**config.mk**
```make
export PLATFORM = sky130hd
export DESIGN_NAME = wwd_top
export DESIGN_NICKNAME = d
export VERILOG_FILES = /design/src/wwd_pkg.sv /design/src/wwd_top.sv /design/src/wwd_div.sv /design/src/wwd_count.sv
export SDC_FILE = /design/constraint.sdc
export NUM_CORES = 1
export LEC_CHECK = 0
export ABC_CLOCK_PERIOD_IN_PS = 7300
export BUFFER_PORTS_ARGS = -buffer_cell sky130_fd_sc_hd__buf_2
export CAP_MARGIN = 25
export CORE_MARGIN = 2
export CORE_UTILIZATION = 30
export DETAILED_ROUTE_END_ITERATION = 7
export GPL_ROUTABILITY_DRIVEN = 0
export PLACE_DENSITY_LB_ADDON = 0.1
export SLEW_MARGIN = 20
export SYNTH_ARGS = -nofsm -noshare
export SYNTH_HDL_FRONTEND = slang
export SYNTH_SLANG_ARGS = --single-unit
```
**constraint.sdc**
```tcl
create_clock -name clock_in -period 7.3 [get_ports clock_in]
set_input_delay 1.46 -clock clock_in [delete_from_list [all_inputs] [get_ports clock_in]]
set_output_delay 1.46 -clock clock_in [all_outputs]
set_load 0.01 [all_outputs]
```
**src/wwd_pkg.sv**
```systemverilog
/*
 * Package for the windowed watchdog: register offsets, field positions,
 * reset values, mode codes and clock-rate constants.
 * Assumes a single 50 MHz system clock and a byte-wide register port.
 */
package wwd_pkg;

    // System clock and the internal watchdog oscillator rates, in Hz.
    localparam int CLK_HZ = 50_000_000;
    localparam int LF_HZ  = 31_000;
    localparam int MF_HZ  = 31_250;
    localparam int LF_DIV = CLK_HZ / LF_HZ;
    localparam int MF_DIV = CLK_HZ / MF_HZ;

    // Register offsets on the byte port.
    localparam logic [11:0] ADDR_CTRL_A = 12'h18c;
    localparam logic [11:0] ADDR_CTRL_B = 12'h18d;
    localparam logic [11:0] ADDR_CNT_LO = 12'h18e;
    localparam logic [11:0] ADDR_CNT_HI = 12'h18f;
    localparam logic [11:0] ADDR_COUNT  = 12'h190;
    localparam logic [11:0] ADDR_PWRCTL = 12'h191;

    // Field positions.
    localparam int SWEN_BIT  = 0;
    localparam int PRESC_LSB = 1;
    localparam int CLKS_LSB  = 4;
    localparam int SPAN_LSB  = 0;
    localparam int VIO_BIT   = 0;
    localparam int DOG_BIT   = 1;
    localparam int TMO_BIT   = 2;
    localparam int SLP_BIT   = 3;

    // Operating mode configuration codes.
    localparam logic [1:0] MODE_OFF   = 2'h0;
    localparam logic [1:0] MODE_SW    = 2'h1;
    localparam logic [1:0] MODE_AWAKE = 2'h2;
    localparam logic [1:0] MODE_ON    = 2'h3;

    // Prescale select codes and reset value.
    localparam logic [4:0] PRESC_CFG_SW = 5'h1f;
    localparam logic [4:0] PRESC_RESET  = 5'h0b;
    localparam logic [4:0] PRESC_MAX    = 5'h12;
    localparam logic [4:0] PRESC_MIN    = 5'h00;

    // Clock and span select codes.
    localparam logic [2:0] CLKS_CFG_SW = 3'h7;
    localparam logic [2:0] CLKS_RESET  = 3'h0;
    localparam logic [2:0] CLKS_LF     = 3'h0;
    localparam logic [2:0] CLKS_MF     = 3'h1;
    localparam logic [2:0] CLKS_SOSC   = 3'h2;
    localparam logic [2:0] CLKS_EXT    = 3'h3;
    localparam logic [2:0] SPAN_CFG_SW = 3'h7;
    localparam logic [2:0] SPAN_FULL   = 3'h7;

    // Counter geometry: a 1:32 base divide and 23 bits at the longest.
    localparam int PRE_BITS = 5;
    localparam int CNT_W    = 23;
    localparam int SPAN_W   = 5;

endpackage

```
**src/wwd_top.sv**
```systemverilog
/*
 * Windowed watchdog core: control and status registers, operating modes,
 * clock source and period selection, window check with arming, and the
 * reset or wake decision on expiry or a window violation.
 * Assumes synchronous inputs, configuration levels held stable, and a
 * system that routes sys_reset_out to the core reset while rstn_in stays
 * a power-on reset so that the cause flags survive.
 */
`timescale 1ns/1ps
`default_nettype none

// Overview of operation
// - Expiry without valid clear resets device
// - Clear in closed window resets too
// - Mode 11: always active, even asleep
// - Mode 10: active awake, off in sleep
// - Mode 01: software bit switches it on
// - Clock source from config or run-time select
// - Period from prescale field when config 11111
// - Code 0 divides 32, doubling, big codes minimum
// - Prescale resets to 01011, two seconds
// - Span from run-time field when config 111
// - Window from five top count bits
// - Violation clears flag; power-on or software sets
// - Count clears on listed events and writes
// - Windowed clear needs prior arming read
// - Sleep entry and exit clear count
// - Expiry in sleep wakes, updates status
// - Dog reset recorded in cause flag
// - Idle expiry wakes instead of resetting
// - Start-up holds clear; oscillator fail clears
// - Software enable ignored in modes 1x
module wwd_top
    import wwd_pkg::*;
(
    // Clock and reset.
    input  wire logic       clock_in,
    input  wire logic       rstn_in,
    // Register port.
    input  wire logic [11:0] addr_in,
    input  wire logic [7:0] wdata_in,
    input  wire logic       wr_in,
    input  wire logic       rd_in,
    output logic      [7:0] rdata_out,
    // Configuration levels.
    input  wire logic [1:0] operating_mode_config_in,
    input  wire logic [2:0] config_clock_select_in,
    input  wire logic [4:0] config_period_select_in,
    input  wire logic [2:0] config_span_select_in,
    // Core and power state.
    input  wire logic       watchdog_clear_instr_in,
    input  wire logic       sleep_in,
    input  wire logic       idle_in,
    input  wire logic       sleep_entry_in,
    input  wire logic       sleep_exit_in,
    input  wire logic       osc_startup_timer_in,
    input  wire logic       osc_fail_in,
    // External oscillator ticks.
    input  wire logic       sosc_tick_in,
    input  wire logic       ext_tick_in,
    // Results.
    output logic            sys_reset_out,
    output logic            wake_out,
    output logic            running_out
);

    typedef struct packed {
        logic       swen;
        logic [4:0] presc;
        logic [2:0] clks;
        logic [2:0] span;
        logic       armed;
        logic       vio_n;
        logic       dog_n;
        logic       tmo_n;
        logic       slp_n;
        logic       run;
        logic       rst_p;
        logic       wake_p;
        logic [7:0] rdata;
    } wwd_state_t;

    wwd_state_t        st_q;
    wwd_state_t        st_d;
    logic              lf_tick;
    logic              mf_tick;
    logic              tick;
    logic              en;
    logic              cnt_clr;
    logic              expire;
    logic [CNT_W-1:0]  count;
    logic [SPAN_W-1:0] span_val;
    logic [4:0]        presc_raw;
    logic [4:0]        presc_eff;
    logic [2:0]        clks_eff;
    logic [2:0]        span_eff;
    logic              windowed;
    logic              open_win;
    logic              viol;
    logic              clr_ok;
    logic              dog_evt;
    logic              hold;
    logic              wr_a;
    logic              wr_b;
    logic              wr_p;
    logic              rd_a;

    ////////////////////////////////////////////////////////////////////////
    // Internal oscillator time bases.
    wwd_div #(.DIV(LF_DIV)) u_lf (
        .clock_in (clock_in),
        .rstn_in  (rstn_in),
        .tick_out (lf_tick)
    );

    wwd_div #(.DIV(MF_DIV)) u_mf (
        .clock_in (clock_in),
        .rstn_in  (rstn_in),
        .tick_out (mf_tick)
    );

    // Period counter.
    wwd_count u_cnt (
        .clock_in   (clock_in),
        .rstn_in    (rstn_in),
        .tick_in    (tick),
        .clear_in   (cnt_clr),
        .presc_in   (presc_eff),
        .count_out  (count),
        .span_out   (span_val),
        .expire_out (expire)
    );

    ////////////////////////////////////////////////////////////////////////
    // Register strobes.
    assign wr_a = wr_in && (addr_in == ADDR_CTRL_A);
    assign wr_b = wr_in && (addr_in == ADDR_CTRL_B);
    assign wr_p = wr_in && (addr_in == ADDR_PWRCTL);
    assign rd_a = rd_in && (addr_in == ADDR_CTRL_A);

    // Selections between configuration and run-time fields.
    always_comb begin
        presc_raw = (config_period_select_in == PRESC_CFG_SW) ?
                    st_q.presc : config_period_select_in;
        presc_eff = (presc_raw > PRESC_MAX) ? PRESC_MIN : presc_raw;
        clks_eff = (config_clock_select_in == CLKS_CFG_SW) ?
                   st_q.clks : config_clock_select_in;
        span_eff = (config_span_select_in == SPAN_CFG_SW) ?
                   st_q.span : config_span_select_in;
        windowed = (span_eff != SPAN_FULL);
        open_win = (span_val >= {~span_eff, 2'b00});
    end

    // Operating mode decides whether the watchdog runs at all.
    always_comb begin
        unique case (operating_mode_config_in)
            MODE_ON:    en = 1'b1;
            MODE_AWAKE: en = !sleep_in;
            MODE_SW:    en = st_q.swen;
            MODE_OFF:   en = 1'b0;
        endcase
    end

    // Clock source; reserved codes leave the counter stopped.
    always_comb begin
        case (clks_eff)
            CLKS_LF:   tick = lf_tick;
            CLKS_MF:   tick = mf_tick;
            CLKS_SOSC: tick = sosc_tick_in;
            CLKS_EXT:  tick = ext_tick_in;
            default:   tick = 1'b0;
        endcase
    end

    // Clear instruction check and the watchdog events.
    always_comb begin
        viol = watchdog_clear_instr_in && en && windowed &&
               !(st_q.armed && open_win);
        clr_ok = watchdog_clear_instr_in && en && !viol;
        dog_evt = expire || viol;
        hold = sleep_in || idle_in;
    end

    // Every condition that zeroes the count.
    always_comb begin
        // Expiry is left out on purpose: the counter restarts by itself, and feeding it back would form a loop.
        cnt_clr = !en || clr_ok || wr_a || wr_b || st_q.rst_p || viol;
        cnt_clr = cnt_clr || sleep_entry_in || sleep_exit_in;
        cnt_clr = cnt_clr || osc_startup_timer_in || osc_fail_in;
    end

    ////////////////////////////////////////////////////////////////////////
    // Next state: registers, flags, events and read data.
    always_comb begin
        st_d = st_q;
        st_d.rdata = 8'h00;
        st_d.rst_p = dog_evt && !hold;
        st_d.wake_p = dog_evt && hold;
        st_d.run = en;
        // Register writes; read-only fields ignore them.
        if (wr_a) begin
            st_d.swen = wdata_in[SWEN_BIT];
            if (config_period_select_in == PRESC_CFG_SW) begin
                st_d.presc = wdata_in[PRESC_LSB +: 5];
            end
        end
        if (wr_b && config_clock_select_in == CLKS_CFG_SW) begin
            st_d.clks = wdata_in[CLKS_LSB +: 3];
        end
        if (wr_b && config_span_select_in == SPAN_CFG_SW) begin
            st_d.span = wdata_in[SPAN_LSB +: 3];
        end
        // Arming: a read of control A arms, a clear or reset disarms.
        if (rd_a) begin
            st_d.armed = 1'b1;
        end else if (watchdog_clear_instr_in || st_d.rst_p) begin
            st_d.armed = 1'b0;
        end
        // Software may write the cause and status flags.
        if (wr_p) begin
            st_d.vio_n = wdata_in[VIO_BIT];
            st_d.dog_n = wdata_in[DOG_BIT];
            st_d.tmo_n = wdata_in[TMO_BIT];
            st_d.slp_n = wdata_in[SLP_BIT];
        end
        // Hardware events win over a software write in the same cycle.
        if (sleep_entry_in) begin
            st_d.tmo_n = 1'b1;
            st_d.slp_n = 1'b0;
        end
        if (expire && sleep_in) begin
            st_d.tmo_n = 1'b0;
        end
        if (viol && !hold) begin
            st_d.vio_n = 1'b0;
        end
        if (st_d.rst_p) begin
            st_d.dog_n = 1'b0;
        end
        // Read data, valid only in the cycle after the strobe.
        if (rd_in) begin
            unique case (addr_in)
                ADDR_CTRL_A: st_d.rdata = {2'h0, presc_raw, st_q.swen};
                ADDR_CTRL_B: st_d.rdata = {1'b0, clks_eff, 1'b0, span_eff};
                ADDR_CNT_LO: st_d.rdata = count[7:0];
                ADDR_CNT_HI: st_d.rdata = count[15:8];
                ADDR_COUNT:  st_d.rdata = {span_val, st_q.armed, count[17:16]};
                ADDR_PWRCTL: st_d.rdata = {4'h0, st_q.slp_n, st_q.tmo_n, st_q.dog_n, st_q.vio_n};
                default:     st_d.rdata = 8'h00;
            endcase
        end
        // Power-on reset; fields with a configured value take it.
        if (!rstn_in) begin
            st_d = '0;
            st_d.presc = (config_period_select_in == PRESC_CFG_SW) ?
                         PRESC_RESET : config_period_select_in;
            st_d.clks = (config_clock_select_in == CLKS_CFG_SW) ?
                        CLKS_RESET : config_clock_select_in;
            st_d.span = config_span_select_in;
            st_d.vio_n = 1'b1;
            st_d.dog_n = 1'b1;
            st_d.tmo_n = 1'b1;
            st_d.slp_n = 1'b1;
        end
    end

    // State register.
    always_ff @(posedge clock_in) begin
        st_q <= st_d;
    end

    // Outputs straight from flip-flops.
    assign rdata_out = st_q.rdata;
    assign sys_reset_out = st_q.rst_p;
    assign wake_out = st_q.wake_p;
    assign running_out = st_q.run;
endmodule // wwd_top

`default_nettype wire

```
**src/wwd_div.sv**
```systemverilog
/*
 * Divider that turns the system clock into a one-cycle enable pulse at the
 * rate of one watchdog oscillator.
 * Assumes clock_in at the system rate and a synchronous active-low reset.
 */
`timescale 1ns/1ps
`default_nettype none

module wwd_div
    import wwd_pkg::*;
#(
    parameter int DIV = LF_DIV
) (
    // Clock and reset.
    input  wire logic clock_in,
    input  wire logic rstn_in,
    // Enable pulse out.
    output logic      tick_out
);

    typedef struct packed {
        logic [15:0] cnt;
        logic        tick;
    } wwd_div_t;

    wwd_div_t st_q;
    wwd_div_t st_d;

    ////////////////////////////////////////////////////////////////////////
    // Count to the divide value and pulse once at the wrap.
    always_comb begin
        st_d = st_q;
        st_d.tick = 1'b0;
        if (!rstn_in) begin
            st_d = '0;
        end else if (st_q.cnt == 16'(DIV - 1)) begin
            st_d.cnt = '0;
            st_d.tick = 1'b1;
        end else begin
            st_d.cnt = st_q.cnt + 16'h0001;
        end
    end

    // State register.
    always_ff @(posedge clock_in) begin
        st_q <= st_d;
    end

    assign tick_out = st_q.tick;

endmodule // wwd_div

`default_nettype wire

```
**src/wwd_count.sv**
```systemverilog
/*
 * Watchdog counter: a prescaler and 5-bit span value in one 23-bit count,
 * with a selectable period of 2^(presc+5) ticks.
 * Assumes presc_in already limited to 0..18 and tick_in one cycle long.
 */
`timescale 1ns/1ps
`default_nettype none

module wwd_count
    import wwd_pkg::*;
(
    // Clock and reset.
    input  wire logic              clock_in,
    input  wire logic              rstn_in,
    // Control.
    input  wire logic              tick_in,
    input  wire logic              clear_in,
    input  wire logic [4:0]        presc_in,
    // Status.
    output logic [CNT_W-1:0]       count_out,
    output logic [SPAN_W-1:0]      span_out,
    output logic                   expire_out
);

    typedef struct packed {
        logic [CNT_W-1:0] cnt;
    } wwd_cnt_t;

    wwd_cnt_t         st_q;
    wwd_cnt_t         st_d;
    logic [CNT_W-1:0] limit;
    logic [CNT_W-1:0] shifted;

    ////////////////////////////////////////////////////////////////////////
    // Terminal count and the five top bits of the selected period.
    always_comb begin
        limit = ~({CNT_W{1'b1}} << (presc_in + PRE_BITS));
        shifted = st_q.cnt >> presc_in;
        span_out = shifted[SPAN_W-1:0];
        expire_out = tick_in && !clear_in && (st_q.cnt == limit);
        count_out = st_q.cnt;
    end

    // Clear wins; a terminal tick restarts from zero.
    always_comb begin
        st_d = st_q;
        if (!rstn_in || clear_in) begin
            st_d.cnt = '0;
        end else if (tick_in) begin
            st_d.cnt = expire_out ? '0 : st_q.cnt + 23'h000001;
        end
    end

    // State register.
    always_ff @(posedge clock_in) begin
        st_q <= st_d;
    end
endmodule // wwd_count

`default_nettype wire

```
==> flow_metrics.env <==
export IMPL_port_buffers=55
export IMPL_die_w_um=144
export IMPL_synth_top_area_frac=0.253
export IMPL_yosys_warnings=0
export IMPL_drv_cap=0
export IMPL_drt_first_pass_iters=5
export IMPL_rrSetupSlack_ns=2.21
export IMPL_r2r_cells=20
export IMPL_holdPathEnd="u_lf.st_q[1]"
export IMPL_route_detailed_drc=0
export IMPL_clock_power_share=0.424
export IMPL_clockRootBuffer="clkbuf_16"
export IMPL_p_sw_frac=0.282
export IMPL_p_leak_uw=0.00234
export IMPL_clk_path_buf_depth=2
export IMPL_postRouteAntennaNets=0
export IMPL_postSynthCellCount=750
export IMPL_hold_path_depth=1
export IMPL_pwr_share_seq=0.435
export IMPL_met3_usage=0.0347
export IMPL_fin_tns_setup_ns=0
export IMPL_wl_um=18800
export IMPL_hp_class="reg2reg"
export IMPL_critPathMaxFanout=20
export IMPL_nets=829
export IMPL_final_max_slew_viol_count=0
export IMPL_combPwrFrac=0.142
export IMPL_synth_area_mm2=0.00585
export IMPL_start_util=0.304
export IMPL_area_delta_synth_final_pct=12.1
export IMPL_synth_seq_area_share=0.310
export IMPL_grt_use_met2=0.290
export IMPL_vias=5710
export IMPL_antenna_found_initial=0
export IMPL_syn_avg_cell_area_um2=7.80
export IMPL_min_period_ns=5.89
export IMPL_cts_setup_buffers=0
export IMPL_overflow=0
export IMPL_grt_usage=0.187
export IMPL_synth_edf_count=11
export IMPL_num_io_pins=57
export IMPL_cp_start_kind="primary input"
export IMPL_critPathRequiredTime_ns=7.54
export IMPL_maxSlewHeadroom=0.418
export IMPL_rsz0062_at_grt="false"
export IMPL_fmax_mhz=170
export IMPL_cts_sinks=85
export IMPL_fin_crit_sh=0.807
export IMPL_ys_flop_type="dfxtp_1"
export IMPL_die_area_mm2=0.0206
export IMPL_antenna_cells=0
export IMPL_grt_pass1_vias=5463
export IMPL_cp_arrival_ns=6.13
export IMPL_synth_fp_nets=806
export IMPL_clkTransAtPathRegs_ns=0.07
export IMPL_hold_viol_final=0
export IMPL_grt_pass1_wl_um=30000
export IMPL_vias_per_cell=5.47
export IMPL_drt_iter0_markers=485
export IMPL_hpwl_um=13900
export IMPL_power_per_cell_area_mw_per_mm2=172
export IMPL_synth_area_leaders="dfxtp_1 25%, nand2_1 6.0%, edfxtp_1 5.6%, nor2_1 5.1%, xnor2_1 3.9%"
export IMPL_htreeDepth=3
export IMPL_status="finished, final reports clean"
export IMPL_cts_buffers=9
export IMPL_post_cts_resized=0
export IMPL_tightest_slew_ns=0.873
export IMPL_cts_tree="built"
export IMPL_crit_type="in2reg"
export IMPL_cp_end_kind="flip-flop"
export IMPL_peakVddDrop_uv=112
export IMPL_r2r_end="u_cnt.count_out[22]"
export IMPL_busiest_layer="met2"
export IMPL_fill_cells=2133
export IMPL_setup_viol=0
export IMPL_die_y_um=144
export IMPL_p_int_uw=811
export IMPL_grt_use_met1=0.266
export IMPL_synth_seq_cells=85
export IMPL_synth_distinct_cells=78
export IMPL_final_cells=1043
export IMPL_switchingPower_uw=319
export IMPL_regToRegStartpoint="st_q[24]"
export IMPL_dp_cells=1027
export IMPL_synthArstFlopShare=0
export IMPL_synth_top_cell_by_area="dfxtp_1"
export IMPL_wl_per_cell_um=18.0
export IMPL_drive_above_1_share=0.167
export IMPL_grt_max_degree=33
export IMPL_rows=51
export IMPL_min_delay_start="u_lf.st_q[1]"
export IMPL_insertion_delay_ns=0.35
export IMPL_ctsHoldBuffers=0
export IMPL_core_area_mm2=0.0193
export IMPL_skew_ns=0.00819
-- worst max path at each step --
| stage | to | start | depth (start not counted) | slack, ns |
|---|---|---|---|---|
| floorplan | u_cnt.count_out[16] | config_period_select_in[2] | 20 | 1.72 |
| global placement | u_cnt.count_out[2] | config_period_select_in[2] | 21 | 1.19 |
| detailed placement | u_cnt.count_out[2] | config_period_select_in[2] | 21 | 1.13 |
| CTS | u_cnt.count_out[19] | config_period_select_in[2] | 21 | 1.47 |
| global route | u_cnt.count_out[12] | config_period_select_in[2] | 21 | 1.09 |
| finish | u_cnt.count_out[22] | config_period_select_in[2] | 21 | 1.41 |
-- per-layer routing --
layer	wire, um	share of wire	vias up
li1	-	-	2745
met1	8970	0.48	2768
met3	1050	0.056	19
met4	295	0.016	0
met2	8480	0.45	178
met5	0	0	-
-- stage by stage --
stage	cell area (um2)	hold WS [ns]	worst slack, ns	power, uW	utilization
floorplan	5850	0.413	1.72	608	-
global placement	6260	0.427	1.19	657	0.325
detailed placement	6260	0.439	1.13	659	0.325
CTS	6560	0.456	1.47	1150	0.340
global route	6560	0.483	1.09	1190	0.340
finish	6560	0.450	1.41	1130	0.340
-- registers in the layout (all words and copies together) (netlist names) --
register,flops
rdata_out,8
running_out,1
st_q,17
sys_reset_out,1
u_cnt.count_out,23
u_lf.st_q,16
u_lf.tick_out,1
u_mf.st_q,16
u_mf.tick_out,1
wake_out,1
-- layout by cell type (no fill, tap or decap), drive strengths merged, types with 4 or more instances in the layout --
master,n
nor2b,5
inv,33
or3,11
or2,4
a211oi,6
mux2i,10
nor4,8
clkbuf,9
o211ai,9
o21ai,40
nor3,22
nor2,100
nand2,94
a21oi,25
o2111ai,5
mux2,8
and2,4
nand4,12
and3,19
o22ai,5
nand2b,8
o32ai,7
ha,10
xnor2,26
xor2,22
a31oi,6
o21a,9
o221ai,4
nand3,40
edfxtp,11
buf,67
o31ai,8
dfxtp,74
-- logic make-up (layout without fill, tap and decap cells) --
family                   count (synthesis)  count (layout)  synth area share
adder cells (fa/ha/maj)                 10              10            0.0214
multiplexers                            19              19            0.0364
buffers and inverters                   84             112            0.0704
AND/OR/NAND/NOR                        334             334             0.281
AO/OA/AOI/OAI                          170             170             0.209
XOR/XNOR                                48              48            0.0719
flip-flops                              85              85             0.310
-- Yosys cell counts, types with 4 or more instances --
master,number
nand3_1,37
nor2_2,21
xor2_1,22
and2_1,4
o211ai_1,9
o31ai_1,7
a21oi_1,25
xnor2_1,26
nor3_1,20
nand2b_1,8
and3_1,19
mux2_2,8
o2111ai_1,5
dfxtp_1,74
o21ai_0,35
a31oi_1,6
o32ai_1,7
mux2i_1,10
nand4_1,12
buf_6,5
ha_1,10
o22ai_1,5
nor2b_1,5
buf_4,12
nor2_1,79
edfxtp_1,11
o21a_1,8
nand2_1,94
o221ai_1,4
a211oi_1,5
clkbuf_1,33
or3_1,11
o21ai_1,5
inv_1,29
nor4_1,7
-- worst max-delay path, stage by stage --
cell,delay [ns]
buf_2,0.24
nand3_2,0.19
o32a_1,0.42
nor3_2,0.11
buf_4,0.20
nor2_1,0.06
buf_4,0.18
inv_1,0.08
ha_1,0.19
inv_1,0.07
ha_1,0.52
nor2_1,0.13
or3_1,0.32
a222oi_1,0.34
nand2_1,0.10
nor4_1,0.42
and3_1,0.22
or4b_1,0.46
nand3_2,0.14
buf_12,0.19
nor2_2,0.06
-- layout make-up --
cell class | count | area, um2 | area share
clock buffer | 9 | 225 | 0.0343
timing repair buffer | 67 | 378 | 0.0576
clock inverter | 7 | 78.8 | 0.0120
multi-input combinational | 581 | 3630 | 0.553
tap | 265 | 332 | 0.0505
inverter | 29 | 109 | 0.0166
sequential | 85 | 1810 | 0.276
-- power groups by stage --
stage          Clock (uW)  Combinational (uW)  Sequential [uW]
2_1_floorplan           0                 109              499
3_3_place_gp            0                 155              501
3_5_place_dp            0                 157              502
4_1_cts               497                 158              491
5_1_grt               516                 177              492
6_report              479                 160              491
(Power assumes the default switching activity.)
